`src/rtl/bra_pkg.sv`:
```
package bra_pkg;
    localparam int PTR_W = 16;
    localparam int NUM_AUX = 8;
    localparam int SEL_W = 3;
    localparam int DATA_W = 32;
    localparam logic [PTR_W-1:0] PTR_RST = 16'h0000;
    localparam logic MODE_DSP = 1'b0;

    typedef enum logic [1:0] {
        BRA_OP_NONE,
        BRA_OP_LOAD,
        BRA_OP_RC_ADD,
        BRA_OP_RC_SUB
    } bra_op_e;

    // Reverse both operands, add or subtract, reverse back
    function automatic logic [PTR_W-1:0] bra_rc_add(
        input logic [PTR_W-1:0] a,
        input logic [PTR_W-1:0] b,
        input logic sub
    );
        logic [PTR_W-1:0] ra;
        logic [PTR_W-1:0] rb;
        logic [PTR_W-1:0] rs;
        logic [PTR_W-1:0] ro;
        ra = {<<{a}};
        rb = {<<{b}};
        if (sub)
        begin
            rs = ra - rb;
        end
        else
        begin
            rs = ra + rb;
        end
        ro = {<<{rs}};
        return ro;
    endfunction
endpackage

```
`src/rtl/bra_rc_unit.sv`:
```
`timescale 1ns/1ns
module bra_rc_unit (
    input wire logic [bra_pkg::PTR_W-1:0] i_ptr,
    input wire logic [bra_pkg::PTR_W-1:0] i_index,
    input wire logic i_sub,
    output logic [bra_pkg::PTR_W-1:0] o_next
);
    // Carry ripples MSB toward LSB; carry out of bit 0 is lost
    always_comb
    begin
        o_next = bra_pkg::bra_rc_add(i_ptr, i_index,
            i_sub);
    end
endmodule // bra_rc_unit

```
`src/rtl/bra_addr_gen.sv`:
```
// Contract
// - No reversed-carry update while control mode is selected.
// - Reversed-carry update ripples carry from MSB toward LSB.
// - Pointers are 16 bits; arrays stay inside one 64K region.
// - Off-place reorder sustains 2 cycles per element.
// - Element moved as double word, stored via reversed-carry pointer.
// - Subtract form: access uses old pointer, then subtract.
// - Add form: access uses old pointer, then add.
// - Any of eight pointers is base; index reg is fixed.
`timescale 1ns/1ns
module bra_addr_gen (
    input wire logic i_mclk,
    input wire logic i_rst_b,
    input wire logic i_addr_mode,
    input wire bra_pkg::bra_op_e i_op,
    input wire logic [bra_pkg::SEL_W-1:0] i_sel,
    input wire logic [bra_pkg::PTR_W-1:0] i_load_val,
    input wire logic i_index_we,
    input wire logic [bra_pkg::PTR_W-1:0] i_index_val,
    output logic [bra_pkg::PTR_W-1:0] o_addr,
    output logic o_addr_vld,
    output logic o_mode_err,
    output logic [bra_pkg::PTR_W-1:0] o_index
);
    logic [bra_pkg::PTR_W-1:0] aux_pointer_reg_ff [bra_pkg::NUM_AUX];
    logic [bra_pkg::PTR_W-1:0] reverse_index_reg_ff;
    logic [bra_pkg::PTR_W-1:0] nxt_ptr;
    logic rc_op;
    logic rc_ok;

    assign rc_op = (i_op == bra_pkg::BRA_OP_RC_ADD) ||
        (i_op == bra_pkg::BRA_OP_RC_SUB);
    // Control mode blocks the update rather than doing a plain add
    assign rc_ok = rc_op && (i_addr_mode == bra_pkg::MODE_DSP);

    bra_rc_unit u_rc (
        .i_ptr(aux_pointer_reg_ff[i_sel]),
        .i_index(reverse_index_reg_ff),
        .i_sub(i_op == bra_pkg::BRA_OP_RC_SUB),
        .o_next(nxt_ptr)
    );

    always_ff @(posedge i_mclk or negedge i_rst_b)
    begin
        if (!i_rst_b)
        begin
            reverse_index_reg_ff <= bra_pkg::PTR_RST;
        end
        else if (i_index_we)
        begin
            reverse_index_reg_ff <= i_index_val;
        end
    end

    always_ff @(posedge i_mclk or negedge i_rst_b)
    begin
        if (!i_rst_b)
        begin
            for (int k = 0; k < bra_pkg::NUM_AUX; k++)
            begin
                aux_pointer_reg_ff[k] <= bra_pkg::PTR_RST;
            end
        end
        else if (i_op == bra_pkg::BRA_OP_LOAD)
        begin
            aux_pointer_reg_ff[i_sel] <= i_load_val;
        end
        else if (rc_ok)
        begin
            // Post-modify, one update per cycle
            aux_pointer_reg_ff[i_sel] <= nxt_ptr;
        end
    end

    // Access address is the pointer before modification
    always_ff @(posedge i_mclk or negedge i_rst_b)
    begin
        if (!i_rst_b)
        begin
            o_addr <= bra_pkg::PTR_RST;
            o_addr_vld <= 1'b0;
            o_mode_err <= 1'b0;
        end
        else
        begin
            o_addr <= aux_pointer_reg_ff[i_sel];
            o_addr_vld <= rc_ok;
            o_mode_err <= rc_op && !rc_ok;
        end
    end

    always_ff @(posedge i_mclk or negedge i_rst_b)
    begin
        if (!i_rst_b)
        begin
            o_index <= bra_pkg::PTR_RST;
        end
        else
        begin
            o_index <= i_index_we ? i_index_val : reverse_index_reg_ff;
        end
    end

    // Helper: mask of bits above the index's top set bit
    logic [bra_pkg::PTR_W-1:0] hi_mask;
    always_comb
    begin
        hi_mask = '1;
        for (int k = 0; k < bra_pkg::PTR_W; k++)
        begin
            if (reverse_index_reg_ff[k])
            begin
                hi_mask = '1 << (k + 1);
            end
        end
    end

    // Independent model: ripple from the top bit down, one bit a step,
    // so a slip in the unit's reverse-add-reverse form cannot hide here
    function automatic logic [bra_pkg::PTR_W-1:0] rc_ref(
        input logic [bra_pkg::PTR_W-1:0] ptr,
        input logic [bra_pkg::PTR_W-1:0] idx,
        input logic sub
    );
        logic [bra_pkg::PTR_W-1:0] res;
        logic cy;
        res = '0;
        cy = 1'b0;
        for (int k = bra_pkg::PTR_W - 1; k >= 0; k--)
        begin
            res[k] = ptr[k] ^ idx[k] ^ cy;
            if (sub)
            begin
                cy = (!ptr[k] && idx[k]) || (!(ptr[k] ^ idx[k]) && cy);
            end
            else
            begin
                cy = (ptr[k] && idx[k]) || ((ptr[k] ^ idx[k]) && cy);
            end
        end
        // Carry or borrow out of bit 0 is simply dropped
        return res;
    endfunction
endmodule // bra_addr_gen

```
`config.mk`:
```
export PLATFORM = sky130hd
export DESIGN_NAME = bra_addr_gen
export DESIGN_NICKNAME = d
export VERILOG_FILES = /design/src/rtl/bra_pkg.sv /design/src/rtl/bra_rc_unit.sv /design/src/rtl/bra_addr_gen.sv
export SDC_FILE = /design/constraint.sdc
export NUM_CORES = 1
export LEC_CHECK = 0
export ABC_CLOCK_PERIOD_IN_PS = 3900
export BUFFER_PORTS_ARGS = -buffer_cell sky130_fd_sc_hd__buf_2
export CAP_MARGIN = 0
export CORE_ASPECT_RATIO = 1.75
export CORE_MARGIN = 5
export CORE_UTILIZATION = 32
export DETAILED_ROUTE_END_ITERATION = 10
export SYNTH_ARGS = -nofsm -noshare
export SYNTH_HDL_FRONTEND = slang
export SYNTH_HIERARCHICAL = 1
export SYNTH_SLANG_ARGS = --single-unit
```
`constraint.sdc`:
```
create_clock -name i_mclk -period 3.9 [get_ports i_mclk]
set_input_delay 0.39 -clock i_mclk [delete_from_list [all_inputs] [get_ports i_mclk]]
set_output_delay 0.39 -clock i_mclk [all_outputs]
set_load 0.005 [all_outputs]
```
# After elaboration in Yosys (flattened, before gate mapping)
# Cells that the tools add are included.
[word_totals]
wordCells = 38
output_inout_bits = 34
in_bits = 41
ff_bits = 162
[op_classes]
magnitude_cmp = 2
n_eq_ne = 3
add_sub_neg = 2
mux = 11
reduce_logical = 6
bitwise_logic = 2
[op_table]
columns = ["cell", "n"]
rows = [
  ["128-bit bitwise mux", 2],
  ["128-bit 2-to-1 mux", 2],
  ["16-bit 2-to-1 mux", 5],
  ["16-bit binary-select mux with 3-bit select", 1],
  ["16-bit demux with 3-bit select", 1],
  ["16-bit adder", 1],
  ["16-bit subtractor", 1],
  ["2-bit equality test, second input constant", 2],
  ["4-bit greater-or-equal comparator, second input constant", 1],
  ["4-bit by 1-bit less-than comparator with 1-bit output, second input constant", 1],
  ["3-bit inverter with 4-bit output", 1],
  ["1-bit logical AND", 3],
  ["2-bit by 1-bit equality test with 1-bit output, second input constant", 1],
  ["2-bit nonzero test", 1],
  ["1-bit zero test", 1],
  ["1-bit logical OR", 1],
  ["1-bit inverter", 1],
]

# Depth between registers and ports, before layout
# Gate-level depths: netlist of run 1.
[depth]
depth_word = 9
mapped_depth = 16
ltp_nobuf = 16

# Modules after synthesis
# The synthesis of run 1 kept the hierarchy.
[by_module_without_submodules]
columns = ["mod", "area_per_inst_um2", "seq_area_each_um2", "cells_per_inst", "n_inst"]
rows = [
  ["bra_addr_gen", 7159.4, 4053.9, 418, 1],
  ["bra_rc_unit", 1059.8, 0.0, 151, 1],
]

# Worst setup path after synthesis of run 1
# No wires, ideal clock.
[synth_timing]
path_kind = "input to register"
start = "input i_sel[0] in the netlist's numbering"
end = "register aux_pointer_reg_ff[33] in the netlist's numbering"
setup_ns = 0.125
path_stages = 16
t_required_ns = 3.775
arrival_time_ns = 3.681
n_path_buf = 2
setup_slack_ns = 0.095
path_cell_list = "buf_4 buf_4 mux4_2 mux2_2 inv_1 ha_1 inv_1 fa_1 a21oi_1 o21ai_0 a21oi_1 nand2b_1 o211ai_1 xor2_1 mux2_2 mux2_2"
[synth_via]
elab_chain_len = 9
word_cells_on_any_way = 16
classes_between = "2 x add/sub; 2 x order compare; 10 x mux; 1 x bitwise; 1 x reduce/logical"
[synth_rtl]
columns = ["item", "line_no", "source"]
rows = [
  ["start: declaration", "bra_addr_gen.sv:16", "input wire logic [bra_pkg::SEL_W-1:0] i_sel,"],
  ["3-bit inverter with 4-bit output (implied by the code) *", "bra_addr_gen.sv:37", ".i_ptr(aux_pointer_reg_ff[i_sel]),"],
  ["16-bit binary-select mux with 3-bit select *", "bra_addr_gen.sv:37", ""],
  ["16-bit 2-to-1 mux (implied by the code) * (2 in a row)", "bra_addr_gen.sv:37", ""],
  ["16-bit adder or 16-bit subtractor (tied branches)", "bra_pkg.sv:34, bra_pkg.sv:30", ""],
  ["16-bit 2-to-1 mux *", "bra_pkg.sv:28", "if (sub)"],
  ["via nxt_ptr, one bit", "bra_addr_gen.sv:27", "logic [bra_pkg::PTR_W-1:0] nxt_ptr;"],
  ["128-bit bitwise mux *", "bra_addr_gen.sv:71", "aux_pointer_reg_ff[i_sel] <= nxt_ptr;"],
  ["128-bit 2-to-1 mux *", "bra_addr_gen.sv:68", "else if (rc_ok)"],
  ["128-bit 2-to-1 mux *", "bra_addr_gen.sv:64", "else if (i_op == bra_pkg::BRA_OP_LOAD)"],
  ["end signal: indexed assignment", "bra_addr_gen.sv:61", "aux_pointer_reg_ff[k] <= bra_pkg::PTR_RST;"],
  ["end signal: indexed assignment", "bra_addr_gen.sv:66", "aux_pointer_reg_ff[i_sel] <= i_load_val;"],
  ["end signal: indexed assignment", "bra_addr_gen.sv:71", ""],
  ["end: declaration", "bra_addr_gen.sv:25", "logic [bra_pkg::PTR_W-1:0] aux_pointer_reg_ff [bra_pkg::NUM_AUX];"],
]
# Mark *: on every way through the listed nets, which the timed path passes. The rest lies on a longest branch. The select of a mux whose other input is x is not followed.
# A chain may end at the register's enable or synchronous reset.

# Final worst setup path of run 1
[layout_timing]
start = "register reverse_index_reg_ff[14] in the netlist's numbering"
end = "register aux_pointer_reg_ff[112] in the netlist's numbering"
[layout_via]
elab_chain_len = 5
word_cells_on_any_way = 6
classes_between = "2 x add/sub; 4 x mux"
[layout_rtl]
columns = ["item", "line_no", "source"]
rows = [
  ["start: declaration", "bra_addr_gen.sv:26", "logic [bra_pkg::PTR_W-1:0] reverse_index_reg_ff;"],
  ["start signal: assignment", "bra_addr_gen.sv:47", "reverse_index_reg_ff <= bra_pkg::PTR_RST;"],
  ["start signal: assignment", "bra_addr_gen.sv:51", "reverse_index_reg_ff <= i_index_val;"],
  ["16-bit adder or 16-bit subtractor (tied branches)", "bra_pkg.sv:34, bra_pkg.sv:30", ""],
  ["16-bit 2-to-1 mux *", "bra_pkg.sv:28", ""],
  ["via nxt_ptr, one bit", "bra_addr_gen.sv:27", ""],
  ["128-bit bitwise mux *", "bra_addr_gen.sv:71", ""],
  ["128-bit 2-to-1 mux *", "bra_addr_gen.sv:68", ""],
  ["128-bit 2-to-1 mux *", "bra_addr_gen.sv:64", ""],
]
# Marks and branches as above.

==> flow_summary.ini, run 1 <==
[routing]
highest_layer = met4
detailedRoute.firstIterationViolations = 293
totalWireLength_mm = 20.33
drt_first_pass_iters = 4
detail_route.vias_per_cell = 5.031
detailroute.wirelength.met3_um = 634
met1Wirelength_mm = 7.970
routed-via-count = 5111
avgRoutedWirePerCell_um = 20.00
drcViolationCount = 0
wl_met2_mm = 11.28
ant_nets = 0

[clocking]
root_buffer = clkbuf_16
clk_latency_ns = 0.43
cts-htree-levels = 4
cts_made_buffers = 17
cts_max_path_buffers = 2
clock_edge_transition_at_the_registers_on_the_reported_setup_and_hold_paths_ns = 0.07
cts_sink_cnt = 162
tritoncts = done
cts-hold-fix-buffers = 0

[global_routing]
global_route.usage.total = 0.1432
grt_antenna_before_repair = 0
grt_start_max_net_pins = 87
total_congestion_overflow = 0
first_global_vias = 5687
grt_first_pass_wirelength_mm = 32.46

[placement]
hpwl_mm = 14.90
portBuffers = 74
placed_cells_incl_taps = 983
finalWeightedCongestion = 0.8082

[yosys]
yosys-mux-area-fraction = 0.3256
dominant_combinational_cell_family_by_area_after_synthesis = multiplexers
synth_cells = 569
synth_compound_gate_area_share = 0.05770
synthesis.area_per_instance_um2 = 14.44
synth_top_cell_area_share = 0.4932
synthesized_netlist_net_count = 627
post_synth_main_area_contributors = dfrtp_1 (49%), mux2_2 (24%), mux4_2 (8.2%)
post_synth_fa_ha_maj_area_fraction = 0.02679
number_of_flip_flops_and_latches_in_the_synthesized_netlist = 162
synth.cell_area_mm2 = 0.008219
synth_xor_area_frac = 0.03075
yosys.area_share.simple = 0.03943
synth.lib_cells_used.distinct = 48
yosys.area.top_type = dfrtp_1
synth.yosys.warnings = 6
synth_sequential_area_ratio = 0.4932

[sta]
final_slew_violations = 0
timing.max_slew.rel_slack = 0.4203
timing_worst_slew_pin_value_ns = 0.8696
final-setup-viol-count = 0
timing.final.crit_period_ns = 3.723
hold_violations = 17
finalCritPeriodShare = 0.9547
max_clock_freq_mhz = 268.6
min_hold_slack_ns = -0.01831
fin_skew_ns = 0.008617

[power]
ir_drop_v = 0.0003081
clock_power_share = 0.225
switching_portion_of_total_power = 0.3272
total_power_mw = 7.739
cellInternalPower_mw = 5.207
netSwitchingPower_mw = 2.532
static-leakage-power_nw = 4.233
seq_power_share = 0.362
power-per-cell-area_mw_per_mm2 = 782.7
combinational_share_of_power = 0.413

[outcome]
run_status = complete, but fails checks
failed_checks = hold timing

[critical_path]
reg2regPathDepth = 15
critical_path.startpoint = reverse_index_reg_ff[14]
path_max_fanout = 8
timing.setup.critical_path_class = reg2reg
r2r-start = reverse_index_reg_ff[14]
critPathLaunchType = flop
required_ns = 4.22
setup.worst_path.end_class = flop
worstPathArrival_ns = 4.04

[floorplan]
design.portCount = 75
die_area_mm2 = 0.02912
chipHeight_um = 222.0
initial_core_utilization = 0.3244
number_of_placement_rows = 77
dieWidth_um = 131.2
floorplan.core_area_mm2 = 0.02534

[layout]
area.sequential_mm2 = 0.004055
multi_input_comb_area_mm2 = 0.003978
diodes = 0
drive_gt1_frac = 0.5486
filler_cell_count = 2346
area_growth_syn_to_layout_pct = 20.31
finalNonFillerCells = 1016
num-nets-final = 745

[hold_path]
hold_path_class = in2async

[run]
drv_cap = 0
routing by layer:
| metal | up-vias | GRT usage |
|---|---|---|
| li1 | 2321 | - |
| met1 | 2650 | 0.1597 |
| met2 | 111 | 0.2672 |
| met3 | 29 | 0.02861 |
| met4 | 0 | 0.04933 |
| met5 | - | 0 |
stage by stage:
stage	setup TNS, ns	worst slack, ns	cell area (um^2)	util
after floorplan	0	0.09467	8219	-
after global placement	-1.314	-0.09480	9228	0.3642
after detailed placement	-1.438	-0.09552	9228	0.3642
after CTS	0	0.08409	9849	0.3887
after global routing	-0.2220	-0.03271	9888	0.3903
final	0	0.1769	9888	0.3903
cell usage after synthesis, drive strengths merged:
library cell / count
o22a: 1
inv: 11
a2111oi: 1
a21oi: 20
o21a: 1
nor2b: 3
buf: 20
o32a: 1
clkbuf: 6
dfrtp: 162
and4bb: 1
and3: 3
fa: 1
a31o: 1
or4: 2
o21ai: 8
a211o: 1
and2: 2
xnor2: 23
nand2b: 12
a211oi: 9
a31oi: 4
mux2i: 3
mux2: 175
nor2: 22
or3: 1
mux4: 30
nand3: 2
a221o: 1
xor2: 5
o211ai: 4
ha: 16
nor3b: 1
a22oi: 1
a21o: 4
nor3: 3
nand2: 7
a221oi: 1
state kept, by name, summed over array words and instances (netlist names):
register / cells
aux_pointer_reg_ff: 128
o_addr: 16
reverse_index_reg_ff: 16
o_addr_vld: 1
o_mode_err: 1
power by group through the flow:
stage                     Clock, mW  Sequential, mW  Combinational (mW)
final                          1.75            2.80                3.20
after global routing           1.85            2.90                3.48
after CTS                      1.79            2.81                3.18
after detailed placement          0            2.83                3.16
after global placement            0            2.81                3.13
after floorplan                   0            2.73                2.18
critical path: stages, from the launching register on:
cell	delay, ns
dfrtp_2	0.43
inv_1	0.06
ha_1	0.16
nand2b_1	0.08
or4_4	0.46
nor2_2	0.15
a21oi_1	0.09
xnor2_1	0.20
ha_1	0.30
and3_1	0.21
a221o_1	0.36
a21o_1	0.19
a31oi_2	0.19
xnor2_1	0.12
mux2_4	0.31
mux2_2	0.28
logic make-up after synthesis:
family | Yosys count
and+or+nand+nor | 59
xor gates and xnor gates | 28
adders and majority gates | 17
DFF | 162
muxes | 208
AOI/OAI and AO/OA | 58
buffers and inverters | 37
cell type report:
cell class | instances | area share
Tap cell | 316 | 0.03998
Timing Repair Buffer | 125 | 0.08060
Inverter | 11 | 0.004176
Clock inverter | 11 | 0.01531
Clock buffer | 21 | 0.04758
Multi-Input combinational cell | 370 | 0.4023
Sequential cell | 162 | 0.4101
final timing paths:
| kind | endpoint | slack (ns) |
|---|---|---|
| max | aux_pointer_reg_ff[112] | 0.18 |
| min | reverse_index_reg_ff[2] | -0.02 |
| max reg2reg | aux_pointer_reg_ff[112] | 0.18 |
| min reg2reg | aux_pointer_reg_ff[69] | 0.50 |
| max in group asynchronous | aux_pointer_reg_ff[11] | 3.05 |
| min in group i_mclk | reverse_index_reg_ff[9] | 0.18 |
repair_timing:
action                     CTS  global route
setup endpoints to repair    0            32
buffers inserted             0             1
gates resized for setup      0             9
layout by cell type (no fill, tap or decap), drive strengths merged, types with 3 or more instances in the layout:
cell type	instances
and3	3
bufinv	3
a21o	4
o21ai	8
buf	125
a31oi	4
ha	16
mux2i	3
mux2	175
xor2	5
a211oi	9
nor3	3
a21oi	20
xnor2	23
nand2b	12
nand2	7
nor2	22
clkinvlp	4
inv	12
dfrtp	162
clkinv	3
clkbuf	21
nor2b	3
mux4	30
o211ai	4
Power figures use the tool's default switching activity.
==> run 2: changes to the inputs <==
--- a/config.mk
+++ b/config.mk
@@ -11,7 +11,9 @@
 export CORE_ASPECT_RATIO = 1.75
 export CORE_MARGIN = 5
 export CORE_UTILIZATION = 32
+export CTS_CLUSTER_DIAMETER = 150
 export DETAILED_ROUTE_END_ITERATION = 10
+export PLACE_DENSITY_LB_ADDON = 0.12
 export SYNTH_ARGS = -nofsm -noshare
 export SYNTH_HDL_FRONTEND = slang
 export SYNTH_HIERARCHICAL = 1
==> run 2 against run 1 <==
Effect of this change: the flow now finishes without violations; sequential power hardly changed; global-route usage increased by 0.97 points; via count is 0.25% lower; sequential share of layout area down 0.16 points; non-clock buffer count increased by 7; critical path depth down 2; utilization increased by 0.14 points; clock skew is 0.0023 ns lower; combinational power is essentially flat; clock-buffer cell count is the same; die area unchanged; largest cell class unchanged.
==> flow_summary.ini, run 2 (synthesis gave the netlist of run 1 again) <==
[critical_path]
timing.setup.critical_path_class = reg2reg
worstPathArrival_ns = 4.06
critPathLaunchType = flop
path_max_fanout = 8
setup.worst_path.end_class = flop
required_ns = 4.22

[power]
power-per-cell-area_mw_per_mm2 = 776.2
static-leakage-power_nw = 4.274
ir_drop_v = 0.0003186
total_power_mw = 7.703

[clocking]
tritoncts = done
clk_latency_ns = 0.43
cts_made_buffers = 17
cts_max_path_buffers = 2
cts_sink_cnt = 162
root_buffer = clkbuf_16
cts-htree-levels = 4
clock_edge_transition_at_the_registers_on_the_reported_setup_and_hold_paths_ns = 0.06

[sta]
timing_worst_slew_pin_value_ns = 0.7863
postLayoutSetupSlackWorst_ns = 0.1593
hold_violations = 0
timing.max_slew.rel_slack = 0.4758
finalCritPeriodShare = 0.9591
final_slew_violations = 0
rsz0062_at_grt = no
max_clock_freq_mhz = 267.3
timing.final.crit_period_ns = 3.741
fin_skew_ns = 0.006313
final-setup-viol-count = 0
min_hold_slack_ns = 0.1759

[layout]
num-nets-final = 752
multi_input_comb_area_mm2 = 0.003961
max_flop_register = aux_pointer_reg_ff
layout_common_cells = mux2_2 (175), dfrtp_1 (162), buf_2 (73)
layout_commonest_cell = mux2_2
final_area_mm2 = 0.009925
drive_gt1_frac = 0.5446
biggestRegsByFlops = aux_pointer_reg_ff: 128 flops, o_addr: 16 flops, reverse_index_reg_ff: 16 flops
diodes = 0
area_growth_syn_to_layout_pct = 20.75
area.sequential_mm2 = 0.004054
filler_cell_count = 2397
final_core_utilization = 0.3917
largest_reg_flops = 128

[placement]
finalWeightedCongestion = 0.7768
detailed_place.area_mm2 = 0.009305
dp_slack_ns = -0.08551
hpwl_mm = 15.28
portBuffers = 74

[routing]
routed-via-count = 5098
avgRoutedWirePerCell_um = 21.06
detail_route.vias_per_cell = 4.983
drcViolationCount = 0
ant_nets = 0
drt_first_pass_iters = 4
detailedRoute.firstIterationViolations = 201
totalWireLength_mm = 21.55

[global_routing]
global_route.usage.total = 0.1529
total_congestion_overflow = 0
grt_antenna_before_repair = 0
first_global_vias = 5752
grt_first_pass_wirelength_mm = 34.08
grt_start_max_net_pins = 104

[floorplan]
dieWidth_um = 131.2
die_area_mm2 = 0.02912
floorplan.core_area_mm2 = 0.02534
initial_core_utilization = 0.3244
design.portCount = 75
number_of_placement_rows = 77
chipHeight_um = 222.0

[run]
drv_cap = 0

[hold_path]
hold_path_class = in2reg

[outcome]
run_status = completed
==> run 2: final timing paths <==
kind,start,end,slack [ns],cells past startpoint
hold reg to reg,aux_pointer_reg_ff[21],aux_pointer_reg_ff[21],0.50,1
hold / removal,i_addr_mode,o_mode_err,0.18,2
max in group asynchronous,i_rst_b,o_addr[4],2.44,3
min in group asynchronous,i_rst_b,o_addr[8],0.49,2
setup / recovery,reverse_index_reg_ff[6],aux_pointer_reg_ff[0],0.16,13
setup reg to reg,reverse_index_reg_ff[6],aux_pointer_reg_ff[0],0.16,13
==> run 2: final cells by class <==
cell class	count	share of cell area
multi-input combinational	370	0.3991
timing repair buffer	132	0.08838
inverter	11	0.004160
clock buffer	21	0.04639
clock inverter	11	0.01362
sequential	162	0.4085
tap	316	0.03984
==> run 2: power breakdown <==
part	internal (mW)	switching, mW	leakage (nW)
logic	1.73	1.47	2.03
clock network	1.03	0.666	0.292
registers	2.45	0.360	1.95
==> run 2: stage by stage <==
step           std cells      TNS, ns
2_1_floorplan        569            0
3_3_place_gp         990  -0.00009770
3_5_place_dp         990       -1.194
4_1_cts             1023            0
5_1_grt             1023            0
6_report            1023            0
==> run 2: metal layers <==
layer / track usage / vias up / part of all wire / wire, um
met5: 0 / - / 0 / 0
met4: 0.05000 / 0 / 0.018 / 398
met3: 0.03565 / 17 / 0.028 / 607
met2: 0.2776 / 78 / 0.55 / 11790
met1: 0.1754 / 2659 / 0.41 / 8756
li1: - / 2344 / - / -
==> run 2: critical path: stages, from the launching register on <==
cell and delay (ns):
dfrtp_1 0.44, or4_4 0.56, or3_4 0.36, nor2b_4 0.13
nor2_1 0.05, xnor2_1 0.18, ha_1 0.27, and3_1 0.18
a221o_1 0.34, a21o_1 0.18, a31oi_1 0.17, xnor2_1 0.13
mux2_2 0.34, mux2_2 0.28
==> run 2: what timing repair did <==
action	CTS	global route
endpoints found under the hold margin	59	0
endpoints found under the setup margin	0	38
buffers inserted	0	0
gates resized for setup	0	3
hold buffers	1	0
==> run 3: changes to the inputs <==
--- a/config.mk
+++ b/config.mk
@@ -6,15 +6,14 @@
 export NUM_CORES = 1
 export LEC_CHECK = 0
 export ABC_CLOCK_PERIOD_IN_PS = 3900
-export BUFFER_PORTS_ARGS = -buffer_cell sky130_fd_sc_hd__buf_2
 export CAP_MARGIN = 0
 export CORE_ASPECT_RATIO = 1.75
 export CORE_MARGIN = 5
 export CORE_UTILIZATION = 32
 export CTS_CLUSTER_DIAMETER = 150
 export DETAILED_ROUTE_END_ITERATION = 10
+export DONT_BUFFER_PORTS = 1
 export PLACE_DENSITY_LB_ADDON = 0.12
 export SYNTH_ARGS = -nofsm -noshare
 export SYNTH_HDL_FRONTEND = slang
-export SYNTH_HIERARCHICAL = 1
 export SYNTH_SLANG_ARGS = --single-unit
==> run 3 against run 2 <==
Effect of this change: the flow now finishes with violations (hold timing); via count rose by 18%; clock skew rose by 0.0017 ns; flip-flop and latch count stayed put; sequential share of layout area rose by 3.5 points.
==> flow_summary.ini, run 3 <==
[outcome]
run_status = complete, but fails checks
failed_checks = hold timing

[placement]
placed_cells_incl_taps = 1083
dp_slack_ns = -0.1033
finalWeightedCongestion = 0.8972
portBuffers = 0
hpwl_mm = 16.94

[sta]
timing.max_slew.rel_slack = 0.2848
hold_violations = 162
timing_worst_slew_pin_value_ns = 1.065
finalCritPeriodShare = 0.9683
final-setup-viol-count = 0
rsz0062_at_grt = yes
setup-tns-final_ns = 0
min_hold_slack_ns = -0.3460
final_slew_violations = 0
fin_skew_ns = 0.008057
postLayoutSetupSlackWorst_ns = 0.1236
timing.final.crit_period_ns = 3.776
max_clock_freq_mhz = 264.8

[global_routing]
global_route.usage.total = 0.1742
total_congestion_overflow = 0
grt_antenna_before_repair = 0
first_global_vias = 6366
grt_start_max_net_pins = 163
grt_first_pass_wirelength_mm = 36.99

[yosys]
synth_cells = 778
yosys-top-cells-count = dfrtp_1 (162), nand2_1 (134), o21ai_0 (112)
number_of_flip_flops_and_latches_in_the_synthesized_netlist = 162
synth_edf_count = 0
synth_sequential_area_ratio = 0.5076
synthesized_netlist_net_count = 836
synth_flop_cell = dfrtp_1
synth.cell_area_mm2 = 0.007986
synth_top_cell_area_share = 0.5076
synthesis.area_per_instance_um2 = 10.27
top_count_cell_post_synth = dfrtp_1
synth.yosys.warnings = 0
synth.lib_cells_used.distinct = 58
post_synth_main_area_contributors = dfrtp_1 (51%), o21ai_0 (7.0%), nand2_1 (6.3%)
async_set_or_reset_register_ratio_after_synthesis = 1.000
yosys.area.top_type = dfrtp_1

[clocking]
clock_edge_transition_at_the_registers_on_the_reported_setup_and_hold_paths_ns = 0.07
cts_made_buffers = 17
root_buffer = clkbuf_16
cts-hold-fix-buffers = 1
tritoncts = done
cts-htree-levels = 4
cts_sink_cnt = 162
cts_max_path_buffers = 2
clk_latency_ns = 0.44

[routing]
detailedRoute.firstIterationViolations = 385
drt_first_pass_iters = 5
drcViolationCount = 0
routed-via-count = 5993
detailroute.wirelength.met3_um = 971
avgRoutedWirePerCell_um = 21.44
ant_nets = 0
wl_met2_mm = 13.01
highest_layer = met4
detail_route.vias_per_cell = 5.360
totalWireLength_mm = 23.97
met1Wirelength_mm = 9.080

[power]
cellInternalPower_mw = 4.393
netSwitchingPower_mw = 2.379
combinational_share_of_power = 0.351
power-per-cell-area_mw_per_mm2 = 741.4
total_power_mw = 6.772
ir_drop_v = 0.0003122
clock_power_share = 0.242
static-leakage-power_nw = 3.976
switching_portion_of_total_power = 0.3513
seq_power_share = 0.407

[layout]
layout_common_cells = dfrtp_1 (162), nand2_1 (134), o21ai_0 (111)
drive_gt1_frac = 0.1789
largest_reg_flops = 128
max_flop_register = aux_pointer_reg_ff
final_core_utilization = 0.3709
num-nets-final = 850
finalNonFillerCells = 1118
area_growth_syn_to_layout_pct = 14.37
biggestRegsByFlops = aux_pointer_reg_ff: 128 flops, o_addr: 16 flops, reverse_index_reg_ff: 16 flops
layout_commonest_cell = dfrtp_1

[critical_path]
setup.worst_path.end_class = flop
path_max_fanout = 8
worstPathArrival_ns = 4.11
timing.setup.critical_path_class = reg2reg
critPathLaunchType = flop
worst-r2r-setup-slack_ns = 0.12
required_ns = 4.23

[floorplan]
design.portCount = 75
dieWidth_um = 129.4
chipHeight_um = 219.0
initial_core_utilization = 0.3243
floorplan.core_area_mm2 = 0.02463
number_of_placement_rows = 76
die_area_mm2 = 0.02834

[hold_path]
hold_path_class = in2async

[run]
drv_cap = 0
==> run 3: per-layer routing <==
metal  vias to the layer above  track usage
met4                         0      0.08044
met5                         -            0
met2                       145       0.3142
met1                      2990       0.1939
li1                       2814            -
met3                        44      0.03507
==> run 3: kinds of logic (layout without fill, tap and decap cells) <==
kind of cell             after synthesis  count (layout)  share of synthesized area
XOR/XNOR                              20              20                    0.02366
adder cells (fa/ha/maj)               17              17                    0.02757
multiplexers                          69              69                     0.1153
other                                  0               1                          0
flip-flops                           162             162                     0.5076
AO/OA/AOI/OAI                        226             226                     0.1737
buffers and inverters                 51              78                    0.02413
AND/OR/NAND/NOR                      233             233                     0.1280
==> run 3: what timing repair did <==
action / CTS / global route
setup buffers: 1 / 0
gates resized for setup: 3 / 8
endpoints found under the setup margin: 17 / 16
hold endpoints to repair: 163 / 162
pin swaps: 1 / 2
==> run 3: critical path, cell delays in order (launching register included) <==
cell      delay [ns]
dfrtp_1         0.38
or4_4           0.55
or3_4           0.34
or4_4           0.44
o21ai_2         0.14
xor2_1          0.16
ha_1            0.28
a21oi_2         0.18
o21bai_1        0.09
a21o_1          0.21
o32ai_2         0.21
buf_4           0.16
o21ai_2         0.04
nor3b_4         0.15
buf_6           0.15
o22a_1          0.17
==> run 3: power groups by stage <==
stage          clock network (mW)  registers [mW]  logic (mW)
6_report                     1.64            2.76        2.37
4_1_cts                      1.68            2.77        2.37
2_1_floorplan                   0            2.66        1.65
5_1_grt                      1.75            2.84        2.66
3_5_place_dp                    0            2.80        2.33
3_3_place_gp                    0            2.76        2.29
==> run 3: worst paths after layout <==
check                                          from                        to  cells past startpoint
max                        reverse_index_reg_ff[12]    aux_pointer_reg_ff[16]                     15
min                                         i_rst_b    aux_pointer_reg_ff[21]                      0
max reg2reg                reverse_index_reg_ff[12]    aux_pointer_reg_ff[16]                     15
min reg2reg                  aux_pointer_reg_ff[11]    aux_pointer_reg_ff[11]                      2
max in group asynchronous                   i_rst_b    aux_pointer_reg_ff[91]                      0
min in group i_mclk                      i_index_we  reverse_index_reg_ff[14]                      1
==> run 3: layout make-up <==
class                   instances  area [um^2]
repair buffers                 38        291.5
clock buffers                  20        466.7
multi-input cells             565         3791
fillers                      2442        15490
clock inverters                12        107.6
diodes                          1        2.502
well taps                     312        390.4
inverters                       8        30.03
flip-flops and latches        162         4054
==> run 3: through the flow <==
step / hold slack, ns / instance area [um^2]
floorplan: 0.09441 / 7989
global placement: 0.1109 / 8487
detailed placement: 0.1109 / 8487
CTS: -0.3696 / 9087
global route: -0.3725 / 9131
finish: -0.3460 / 9134
